===== src/logic/cso_defines.vh =====
// Purpose: Shared constants for the status, program counter and option register bank
// Assumes: Included by bare name; definitions only
// Notes:   Offsets are file addresses seen by the instruction core
`ifndef CSO_DEFINES_VH
`define CSO_DEFINES_VH

// File addresses
`define CSO_ADDR_REG1          5'h01
`define CSO_ADDR_PC_LOW        5'h02
`define CSO_ADDR_STATUS        5'h03

// Status bit positions
`define CSO_ST_CARRY           0
`define CSO_ST_NIBBLE          1
`define CSO_ST_ZERO            2
`define CSO_ST_SLEEP           3
`define CSO_ST_WDOG            4
`define CSO_ST_PAGE_LO         5
`define CSO_ST_PAGE_HI         7

// Option bit positions
`define CSO_OPT_RATIO_LO       0
`define CSO_OPT_RATIO_HI       2
`define CSO_OPT_PS_ASSIGN      3
`define CSO_OPT_EDGE_SEL       4
`define CSO_OPT_CLK_SRC        5
`define CSO_OPT_IRQ_MASK       6
`define CSO_OPT_MAP_SEL        7

// Reset values
`define CSO_OPTION_RESET       8'hFF
`define CSO_STATUS_RESET       8'h18
`define CSO_PC_RESET           8'h00
`define CSO_CFG_RESET          12'hFFF

// Page geometry: 512 words per page
`define CSO_PAGE_WORDS         12'h200

// ALU operation codes
`define CSO_OP_NONE            3'h0
`define CSO_OP_ADD             3'h1
`define CSO_OP_SUB             3'h2
`define CSO_OP_ROR             3'h3
`define CSO_OP_ROL             3'h4
`define CSO_OP_LOGIC           3'h5

// Configuration word selection in programming mode
`define CSO_CFG_MAIN           2'h0
`define CSO_CFG_EXT            2'h1
`define CSO_CFG_DEVICE         2'h2

// Fuse bit positions inside the extended configuration word
`define CSO_FUSE_CARRY_IN      5
`define CSO_FUSE_EXT_OPT       6

`endif


===== src/logic/cso_alu_flags.v =====
// Purpose: Result and flag computation for add, subtract, rotate and logic results
// Assumes: Purely combinational; caller registers everything
// Notes:   Subtract is formed as a + ~b + carry, or a + ~b + 1 with carry_in_en low, so carry reads as not-borrow
`timescale 1ns/100ps
`default_nettype none
`include "cso_defines.vh"

module cso_alu_flags (
   input  wire [2:0] op,
   input  wire [7:0] opa,
   input  wire [7:0] opb,
   input  wire       carry_now,
   input  wire       carry_in_en,
   output reg  [7:0] result,
   output reg        zero_out,
   output reg        nibble_out,
   output reg        carry_out,
   output reg        upd_zero,
   output reg        upd_nibble,
   output reg        upd_carry
);

   reg  [7:0] operand_b;
   reg        cin;
   reg  [4:0] low_sum;
   reg  [8:0] full_sum;
   reg        is_sub;

   always @* begin
      is_sub     = (op == `CSO_OP_SUB);
      operand_b  = is_sub ? ~opb : opb;
      if (carry_in_en)
         cin = carry_now;
      else
         cin = is_sub;
      low_sum    = {1'b0, opa[3:0]} + {1'b0, operand_b[3:0]} + {4'h0, cin};
      full_sum   = {1'b0, opa} + {1'b0, operand_b} + {8'h00, cin};
      result     = opa;
      zero_out   = 1'b0;
      nibble_out = 1'b0;
      carry_out  = 1'b0;
      upd_zero   = 1'b0;
      upd_nibble = 1'b0;
      upd_carry  = 1'b0;
      case (op)
         `CSO_OP_ADD, `CSO_OP_SUB: begin
            result     = full_sum[7:0];
            nibble_out = low_sum[4];
            carry_out  = full_sum[8];
            upd_zero   = 1'b1;
            upd_nibble = 1'b1;
            upd_carry  = 1'b1;
         end
         `CSO_OP_ROR: begin
            result    = {carry_now, opa[7:1]};
            carry_out = opa[0];
            upd_carry = 1'b1;
         end
         `CSO_OP_ROL: begin
            result    = {opa[6:0], carry_now};
            carry_out = opa[7];
            upd_carry = 1'b1;
         end
         `CSO_OP_LOGIC: begin
            result   = opa;
            upd_zero = 1'b1;
         end
         default: begin
            result = opa;
         end
      endcase
      zero_out = (result == 8'h00);
   end

endmodule // cso_alu_flags

`default_nettype wire


===== src/logic/cso_regs.v =====
// Purpose: Program counter low byte, status and option registers with configuration words
// Assumes: All inputs come from core logic on core_clk; no pin inputs
// Notes:   ALU flag updates land after a status write in the same cycle
`timescale 1ns/100ps
`default_nettype none
`include "cso_defines.vh"

module cso_regs #(
   parameter [11:0] DEVICE_ID = 12'h5A5   // Arbitrary identity value
) (
   input  wire        core_clk,
   input  wire        resetn,
   input  wire        ce,
   input  wire        power_on,
   input  wire [4:0]  file_addr,
   input  wire        file_wr_en,
   input  wire        file_rd_en,
   input  wire [7:0]  file_wr_data,
   output reg  [7:0]  file_rd_data,
   input  wire        pc_step,
   input  wire        option_wr_en,
   input  wire [7:0]  option_wr_data,
   input  wire        alu_valid,
   input  wire [2:0]  alu_op,
   input  wire [7:0]  alu_opa,
   input  wire [7:0]  alu_opb,
   output reg  [7:0]  alu_result,
   input  wire        watchdog_kick_instr,
   input  wire        sleep_instr,
   input  wire        watchdog_timeout,
   input  wire        prog_mode,
   input  wire        cfg_wr_en,
   input  wire [1:0]  cfg_sel,
   input  wire [11:0] cfg_wr_data,
   output reg  [11:0] cfg_rd_data,
   output reg  [7:0]  program_counter_low,
   output reg  [7:0]  alu_flags_and_page,
   output reg  [7:0]  counter_prescale_config,
   output reg  [2:0]  page_select,
   output reg  [11:0] page_base,
   output reg         watchdog_expired,
   output reg         sleep_entered_flag,
   output reg         reg1_map_sel,
   output reg         rollover_irq_mask,
   output reg         count_clk_src,
   output reg         count_edge_sel,
   output reg         prescaler_assign,
   output reg  [2:0]  prescale_ratio,
   output reg  [7:0]  counter_ratio_onehot,
   output reg  [7:0]  watchdog_ratio_onehot,
   output reg  [11:0] config_word,
   output reg  [11:0] extended_config_word
);

   wire [7:0] alu_res;
   wire       alu_zero;
   wire       alu_nibble;
   wire       alu_carry;
   wire       upd_zero;
   wire       upd_nibble;
   wire       upd_carry;
   wire       carry_input_fuse;
   wire       extended_opt_fuse;
   wire       wr_pc;
   wire       wr_status;
   wire       alu_go;

   reg  [7:0]  next_pc;
   reg  [7:0]  next_status;
   reg  [7:0]  next_option;
   reg  [7:0]  next_rd_data;
   reg  [11:0] next_cfg_rd;
   reg  [11:0] next_config;
   reg  [11:0] next_ext_config;
   wire [7:0]  ratio_onehot;

   assign carry_input_fuse  = extended_config_word[`CSO_FUSE_CARRY_IN];
   assign extended_opt_fuse = extended_config_word[`CSO_FUSE_EXT_OPT];
   assign wr_pc             = file_wr_en && (file_addr == `CSO_ADDR_PC_LOW);
   assign wr_status         = file_wr_en && (file_addr == `CSO_ADDR_STATUS);
   assign alu_go            = alu_valid && (alu_op != `CSO_OP_NONE);

   cso_alu_flags u_alu_flags (
      .op          (alu_op),
      .opa         (alu_opa),
      .opb         (alu_opb),
      .carry_now   (alu_flags_and_page[`CSO_ST_CARRY]),
      .carry_in_en (~carry_input_fuse),
      .result      (alu_res),
      .zero_out    (alu_zero),
      .nibble_out  (alu_nibble),
      .carry_out   (alu_carry),
      .upd_zero    (upd_zero),
      .upd_nibble  (upd_nibble),
      .upd_carry   (upd_carry)
   );

   // Program counter low byte
   always @* begin
      next_pc = program_counter_low;
      if (wr_pc)
         next_pc = file_wr_data;
      else if (pc_step)
         next_pc = program_counter_low + 8'h01;
   end

   // Status register
   always @* begin
      next_status = alu_flags_and_page;
      // sleep and watchdog bits ignore writes
      // writes load only the page, zero, nibble and carry bits
      if (wr_status) begin
         next_status[`CSO_ST_PAGE_HI:`CSO_ST_PAGE_LO] = file_wr_data[`CSO_ST_PAGE_HI:`CSO_ST_PAGE_LO];
         next_status[`CSO_ST_ZERO]                    = file_wr_data[`CSO_ST_ZERO];
         next_status[`CSO_ST_NIBBLE]                  = file_wr_data[`CSO_ST_NIBBLE];
         next_status[`CSO_ST_CARRY]                   = file_wr_data[`CSO_ST_CARRY];
      end
      if (alu_go) begin
         if (upd_zero)
            next_status[`CSO_ST_ZERO] = alu_zero;
         if (upd_nibble)
            next_status[`CSO_ST_NIBBLE] = alu_nibble;
         if (upd_carry)
            next_status[`CSO_ST_CARRY] = alu_carry;
      end
      if (watchdog_timeout)
         next_status[`CSO_ST_WDOG] = 1'b0;
      else if (watchdog_kick_instr || sleep_instr)
         next_status[`CSO_ST_WDOG] = 1'b1;
      if (sleep_instr)
         next_status[`CSO_ST_SLEEP] = 1'b0;
      else if (watchdog_kick_instr)
         next_status[`CSO_ST_SLEEP] = 1'b1;
      if (power_on) begin
         next_status[`CSO_ST_WDOG]  = 1'b1;
         next_status[`CSO_ST_SLEEP] = 1'b1;
      end
   end

   // Option register
   always @* begin
      next_option = counter_prescale_config;
      if (option_wr_en)
         next_option = option_wr_data;
      // bits 7,6 only active with fuse cleared
      if (extended_opt_fuse) begin
         next_option[`CSO_OPT_MAP_SEL]  = 1'b1;
         next_option[`CSO_OPT_IRQ_MASK] = 1'b1;
      end
   end

   // Register read port
   always @* begin
      case (file_addr)
         `CSO_ADDR_PC_LOW: begin
            next_rd_data = next_pc;
         end
         `CSO_ADDR_STATUS: begin
            next_rd_data = alu_flags_and_page;
         end
         default: begin
            next_rd_data = 8'h00;
         end
      endcase
      if (!file_rd_en)
         next_rd_data = file_rd_data;
      if (wr_pc)
         next_rd_data = file_rd_data;
   end

   // Configuration words
   always @* begin
      next_config     = config_word;
      next_ext_config = extended_config_word;
      next_cfg_rd     = 12'h000;
      if (prog_mode) begin
         if (cfg_wr_en && (cfg_sel == `CSO_CFG_MAIN))
            next_config = cfg_wr_data;
         if (cfg_wr_en && (cfg_sel == `CSO_CFG_EXT))
            next_ext_config = cfg_wr_data;
         case (cfg_sel)
            `CSO_CFG_MAIN: begin
               next_cfg_rd = config_word;
            end
            `CSO_CFG_EXT: begin
               next_cfg_rd = extended_config_word;
            end
            `CSO_CFG_DEVICE: begin
               next_cfg_rd = DEVICE_ID;
            end
            default: begin
               next_cfg_rd = 12'h000;
            end
         endcase
      end
   end

   // Ratio decode, one bit per prescaler code
   genvar gi;
   generate
      for (gi = 0; gi < 8; gi = gi + 1) begin : g_ratio
         assign ratio_onehot[gi] = ({29'h0, counter_prescale_config[`CSO_OPT_RATIO_HI:`CSO_OPT_RATIO_LO]} == gi);
      end
   endgenerate

   // State registers
   always @(posedge core_clk) begin
      // Reset waits for the clock enable so a frozen bank stays frozen
      if (ce && !resetn) begin
         program_counter_low     <= `CSO_PC_RESET;
         alu_flags_and_page      <= `CSO_STATUS_RESET;
         counter_prescale_config <= `CSO_OPTION_RESET;
         file_rd_data            <= 8'h00;
         cfg_rd_data             <= 12'h000;
         alu_result              <= 8'h00;
      end else if (ce) begin
         program_counter_low     <= next_pc;
         alu_flags_and_page      <= next_status;
         counter_prescale_config <= next_option;
         file_rd_data            <= next_rd_data;
         cfg_rd_data             <= next_cfg_rd;
         if (alu_go)
            alu_result <= alu_res;
      end
   end

   // Configuration words survive core reset; only power-up outside programming mode restores them
   always @(posedge core_clk) begin
      if (ce) begin
         if (power_on && !prog_mode) begin
            config_word          <= `CSO_CFG_RESET;
            extended_config_word <= `CSO_CFG_RESET;
         end else begin
            config_word          <= next_config;
            extended_config_word <= next_ext_config;
         end
      end
   end

   // Decoded outputs, registered from next values so they track the registers; ratio one-hots decode current values, one cycle later
   always @(posedge core_clk) begin
      if (ce && !resetn) begin
         page_select           <= 3'h0;
         page_base             <= 12'h000;
         watchdog_expired      <= 1'b1;
         sleep_entered_flag    <= 1'b1;
         reg1_map_sel          <= 1'b1;
         rollover_irq_mask     <= 1'b1;
         count_clk_src         <= 1'b1;
         count_edge_sel        <= 1'b1;
         prescaler_assign      <= 1'b1;
         prescale_ratio        <= 3'h7;
         counter_ratio_onehot  <= 8'h00;
         watchdog_ratio_onehot <= 8'h00;
      end else if (ce) begin
         page_select        <= next_status[`CSO_ST_PAGE_HI:`CSO_ST_PAGE_LO];
         page_base          <= {1'b0, next_status[`CSO_ST_PAGE_HI:`CSO_ST_PAGE_LO], 8'h00} << 1;
         watchdog_expired   <= next_status[`CSO_ST_WDOG];
         sleep_entered_flag <= next_status[`CSO_ST_SLEEP];
         reg1_map_sel       <= next_option[`CSO_OPT_MAP_SEL];
         rollover_irq_mask  <= next_option[`CSO_OPT_IRQ_MASK];
         count_clk_src      <= next_option[`CSO_OPT_CLK_SRC];
         count_edge_sel     <= next_option[`CSO_OPT_EDGE_SEL];
         prescaler_assign   <= next_option[`CSO_OPT_PS_ASSIGN];
         prescale_ratio     <= next_option[`CSO_OPT_RATIO_HI:`CSO_OPT_RATIO_LO];
         if (counter_prescale_config[`CSO_OPT_PS_ASSIGN]) begin
            counter_ratio_onehot  <= 8'h00;
            watchdog_ratio_onehot <= ratio_onehot;
         end else begin
            counter_ratio_onehot  <= ratio_onehot;
            watchdog_ratio_onehot <= 8'h00;
         end
      end
   end

endmodule // cso_regs

`default_nettype wire


===== config.mk =====
export PLATFORM = sky130hd
export DESIGN_NAME = cso_regs
export DESIGN_NICKNAME = d
export VERILOG_FILES = /design/src/logic/cso_alu_flags.v /design/src/logic/cso_regs.v
export VERILOG_INCLUDE_DIRS = /design/src /design/src/logic
export SDC_FILE = /design/constraint.sdc
export NUM_CORES = 1
export LEC_CHECK = 0
export ABC_AREA = 1
export BUFFER_PORTS_ARGS = -buffer_cell sky130_fd_sc_hd__buf_2
export CAP_MARGIN = 0
export CORE_ASPECT_RATIO = 0.8
export CORE_MARGIN = 2
export CORE_UTILIZATION = 25
export DETAILED_ROUTE_END_ITERATION = 7
export GPL_TIMING_DRIVEN = 0
export PLACE_DENSITY = 0.51
export SLEW_MARGIN = 0
export SYNTH_ARGS = -nofsm -noshare
export SYNTH_HDL_FRONTEND = slang
export SYNTH_SLANG_ARGS = --single-unit

===== constraint.sdc =====
create_clock -name core_clk -period 3.55 [get_ports core_clk]
set_input_delay 0 -clock core_clk [delete_from_list [all_inputs] [get_ports core_clk]]
set_output_delay 0 -clock core_clk [all_outputs]
set_load 0.02 [all_outputs]

=== Word-level counts from Yosys, hierarchy flattened ===
Cells that the tools add are included.
W data, S select, Z words.

* Add/sub/neg operators: 5
* Equal/unequal tests: 16
* Multiplexer cells: 32
* Bitwise gates (word level): 2
* Reductions and logical operators: 24

{| class="wikitable"
|+ Operators by type and width
! operator !! count
|-
| $mux W12 || 5
|-
| $mux W8 || 6
|-
| $pmux W12 S3 || 1
|-
| $pmux W8 S3 || 1
|-
| $eq A3 B3 Y1 const B || 6
|-
| $pmux W8 S2 || 1
|-
| $eq A3 B2 Y1 const B || 4
|-
| $mux W1 || 12
|-
| $eq A5 B2 Y1 const B || 2
|-
| $add A8 B8 Y9 || 1
|-
| $add A9 B1 Y9 || 1
|-
| $mux W3 || 3
|-
| $reduce_and A3 Y1 || 3
|-
| $add A8 B1 Y8 const B || 1
|-
| $logic_not A8 Y1 || 1
|-
| $not A8 Y8 || 1
|-
| $logic_and A1 B1 Y1 || 7
|-
| $eq A3 B1 Y1 const B || 2
|-
| $reduce_bool A2 Y1 || 3
|-
| $add A4 B4 Y5 || 1
|-
| $add A5 B1 Y5 || 1
|-
| $mux W2 || 2
|-
| $reduce_or A4 Y1 || 1
|-
| $logic_not A3 Y1 || 1
|-
| 11 further kinds || 12
|}

* Register bits after elaboration: 105
* Input bits: 68
* Output and inout bits: 117
* Logic and storage cells: 98

=== Longest topological paths before layout ===
* Depth in word-level cells: 8
* Mapped depth: 21

=== By module ===
From an unflattened synthesis, not the netlist that was laid out.

* Cell total of the unflattened synthesis: 684
* Area, all modules: 5028.6 um^2

{| class="wikitable"
|+ By module, submodules not included
! module !! instances !! cells each !! area each (um^2)
|-
| cso_regs || 1 || 515 || 4135.2
|-
| cso_alu_flags || 1 || 169 || 893.4
|}

=== Worst setup path after synthesis ===
No wires, ideal clock.

* Kind: flip-flop to flip-flop
* From: register extended_config_word[5]
* To: register alu_flags_and_page[2]
* Arrival: 2136 ps
* Data required time: 3491 ps
* Path slack: 1355 ps
* Cell stages (with the launch flop): 19
* Path buffers: 0
* Path through: edfxtp_1 > inv_1 > o21ai_0 > fa_1 > inv_1 > fa_1 > inv_1 > nand2_1 > nand2_1 > nand3_1 > nand2_1 > nand2_1 > nand3_1 > nand3_1 > nor2_1 > nand3_1 > nand2_1 > nand2_1 > nand2_1

* Cells in the longest elaborated chain, start to end: 6

{| class="wikitable"
|+ Ends and longest elaborated chain
! element !! RTL line !! RTL
|-
| start, declared || cso_regs.v:52 || <nowiki>output reg [11:0] extended_config_word</nowiki>
|-
| start signal, assigned || cso_regs.v:232 || <nowiki>extended_config_word <= `CSO_CFG_RESET;</nowiki>
|-
| start signal, assigned || cso_regs.v:235 || <nowiki>extended_config_word <= next_ext_config;</nowiki>
|-
| $mux W1 || cso_alu_flags.v:32 || <nowiki>if (carry_in_en)</nowiki>
|-
| $add A9 B1 Y9 || cso_alu_flags.v:37 || <nowiki>full_sum = {1'b0, opa} + {1'b0, operand_b} + {8'h00, cin};</nowiki>
|-
| $pmux W8 S3 || cso_alu_flags.v:45 || <nowiki>case (op)</nowiki>
|-
| $logic_not A8 Y1 || cso_alu_flags.v:72 || <nowiki>zero_out = (result == 8'h00);</nowiki>
|-
| $mux W1 || cso_regs.v:119 || <nowiki>if (upd_zero)</nowiki>
|-
| $mux W3 || cso_regs.v:118 || <nowiki>if (alu_go) begin</nowiki>
|-
| end signal, assigned || cso_regs.v:211 || <nowiki>alu_flags_and_page <= `CSO_STATUS_RESET;</nowiki>
|-
| end signal, assigned || cso_regs.v:218 || <nowiki>alu_flags_and_page <= next_status;</nowiki>
|-
| end, declared || cso_regs.v:37 || <nowiki>output reg [7:0] alu_flags_and_page,</nowiki>
|}

No other way between the ends.
A chain may end at the register's enable or synchronous reset.

=== Worst setup path after layout ===
* From: register extended_config_word[5]
* To: register alu_flags_and_page[0]

* Cells in the longest elaborated chain, start to end: 5

{| class="wikitable"
|+ Ends and longest elaborated chain
! element !! RTL line !! RTL
|-
| $mux W1 || cso_alu_flags.v:32 ||
|-
| $add A9 B1 Y9 || cso_alu_flags.v:37 ||
|-
| $pmux W1 S3 || cso_alu_flags.v:45 ||
|-
| $mux W1 || cso_regs.v:123 || <nowiki>if (upd_carry)</nowiki>
|-
| $mux W3 || cso_regs.v:118 ||
|}

No other way between the ends.

==> out/metrics.cfg <==
[die]
die_y_um=127.9
die_w_um=158.8
core_area_um2=18860
io_pins=185
start_util_pct=25.41
rows=45
dieArea_um2=20300

[routing]
wl_met3_mm=1.204
wl_per_cell_um=13.98
wl_met1_mm=7.640
wl_met2_mm=6.710
routed.top_layer=met4
ant_nets=0
drtIter0Drc=280
vias_per_cell=4.231
drc_errors=0
vias=4764
drt-pass1-iter-count=4
wl_mm=15.74

[power_and_ir_drop]
peakVddDrop_uv=205.3
p_comb_share_pct=23.0
swShare_pct=30.54
cellPowerDensity_nw_per_um2=459.0
leakage_nw=3.272
clkPwrFrac_pct=36.7
pwr-share-seq_pct=40.4
p_sw_mw=0.9320
power.total_mw=3.052
p_int_mw=2.120

[placed_design]
gp_congestion=0.8385
dp_cells=1080
dp_slack_ps=673.8
placed_cell_area_um2=6017
portBuffers=174
dpl.hpwl_mm=12.33

[final_layout]
layout_commonest_cell=buf_2
area_growth_pct=38.71
final_cell_mix=175 x buf_2, 146 x nand2_1, 82 x inv_1
finish.instance_area_um2=6649
final_cells=1126
drive_above_1_share_pct=27.37
final_util_pct=35.25
final_nets=939

[clock_network]
post_cts_resized=0
htreeDepth=3
clkTransAtPathRegs_ps=70
cts_made_buffers=9
cts_tree=yes
cts_sinks=92
root_buffer=clkbuf_16
clock_latency_ps=340
cts_max_path_buffers=2

[synthesis]
synth-seq-area-share_pct=43.44
synth.top_cell.area_share_pct=28.40
yosys.area.top_type=dfxtp_1
synth_cell_type_count=40
netlist_instances=640
mappedNetlistArea_um2=4793
yosys-top-cells-area=dfxtp_1 28%, edfxtp_1 15%, nand2_1 11%
synth-seq-cells=92
synth-edff-count=24
yosys_warnings=0
synth_async_sr_flop_share_pct=0
syn_area_per_cell_um2=7.490
synth_flop_cell=dfxtp_1

[critical_path]
worstPathMaxFanout=3
required_ps=3750
cp-start-kind=flop
cp-end-kind=flop
cp_data_arrival_time_ps=2710
worstSetupPathType=flop to flop

[timing]
fin_ws_ps=1034
fin_crit_sh_pct=70.87
hold_viol_final=0
finalSetupViolCount=0
clock.fmax_mhz=397.5
finClkSkew_ps=8.442
max-slew-margin-rel_pct=15.35
maxSlewViolCount=0
min_period_ps=2516
tightestPinTransition_ps=1270
tns_ps=0
rsz0062_at_grt=no
holdWs_ps=28.99

[flow_run]
max-cap-violations=0

[global_routing]
grt_usage_pct=15.75
grt_first_pass_wirelength_mm=25.28
first_global_vias=4696
grt_overflow=0
grt_max_degree=17
antenna_found_initial=2

[status]
status=complete, no violations

[worst_hold_path]
hold_path.class=input port to flop

area by class of cell:
cell class | instances | area (um2)
diodes | 2 | 5.005
plain buffers | 44 | 279.0
inverters | 85 | 319.1
repair buffers | 202 | 1151
clock buffers | 9 | 225.2
clock inverters | 7 | 121.4
fillers | 2038 | 12210
multi-input cells | 427 | 2143
flip-flops and latches | 92 | 2082
well taps | 258 | 322.8
synthesized netlist by cell type (4+ instances only):
master	n
a21oi_1	48
buf_4	26
clkbuf_1	12
dfxtp_1	68
edfxtp_1	24
ha_1	8
inv_1	82
nand2_1	146
nand3_1	50
nand4_1	4
nor2_1	40
nor3_1	5
o211ai_1	8
o21ai_0	64
o22ai_1	5
xnor2_1	9
path summary, 6_finish.rpt:
check / depth (start not counted) / slack (ps) / start / to
worst min register to register: 2 / 450 / cfg_rd_data[2] / cfg_rd_data[2]
worst max-delay path: 16 / 1030 / extended_config_word[5] / alu_flags_and_page[0]
worst max register to register: 16 / 1030 / extended_config_word[5] / alu_flags_and_page[0]
worst min-delay path: 4 / 30 / option_wr_en / counter_prescale_config[5]
registers in the layout (all words and copies together), names as in the netlist:
register                 cells
counter_prescale_config      8
watchdog_ratio_onehot        8
extended_config_word        12
config_word                 12
cfg_rd_data                 12
alu_flags_and_page           8
alu_result                   8
counter_ratio_onehot         8
file_rd_data                 8
program_counter_low          8
worst max-delay path, cell delays in order, from the launching register on:
cell      delay, ps
edfxtp_1        380
inv_1           180
o21ai_0         140
fa_1            400
inv_1            80
fa_1            160
inv_1            50
nand2_1          90
nand2_1          90
nand3_1         110
nand2_1          60
nand2_1          80
a21oi_1          60
o21ai_0         280
nand2_1          90
nand2_1          70
o21ai_0          70
what timing repair did:
item,4_1_cts,5_1_grt
endpoints found under the setup margin,0,0
setup buffers,0,0
hold buffers,28,0
endpoints found under the hold margin,38,0
cell families after synthesis:
logic type / after synthesis / share of synthesized area [%]
flip-flops: 92 / 43.44
XOR/XNOR: 12 / 2.193
AO/OA/AOI/OAI: 134 / 15.04
adder cells (fa/ha/maj): 10 / 2.924
AND/OR/NAND/NOR: 262 / 23.86
buffers and inverters: 129 / 12.48
other: 1 / 0.07823
power groups by stage:
stage | Clock [mW] | Sequential (mW) | Combinational, mW
finish | 1.12 | 1.23 | 0.700
global route | 1.20 | 1.25 | 0.788
floorplan | 0 | 1.35 | 0.331
detailed placement | 0 | 1.26 | 0.679
global placement | 0 | 1.26 | 0.677
CTS | 1.15 | 1.23 | 0.706
per-layer routing:
metal / global-route usage (%) / vias to the layer above
li1: - / 2513
met1: 21.36 / 2124
met2: 23.91 / 117
met3: 5.597 / 10
met4: 3.940 / 0
met5: 0 / -
No activity file was read; power rests on OpenSTA's default activity.
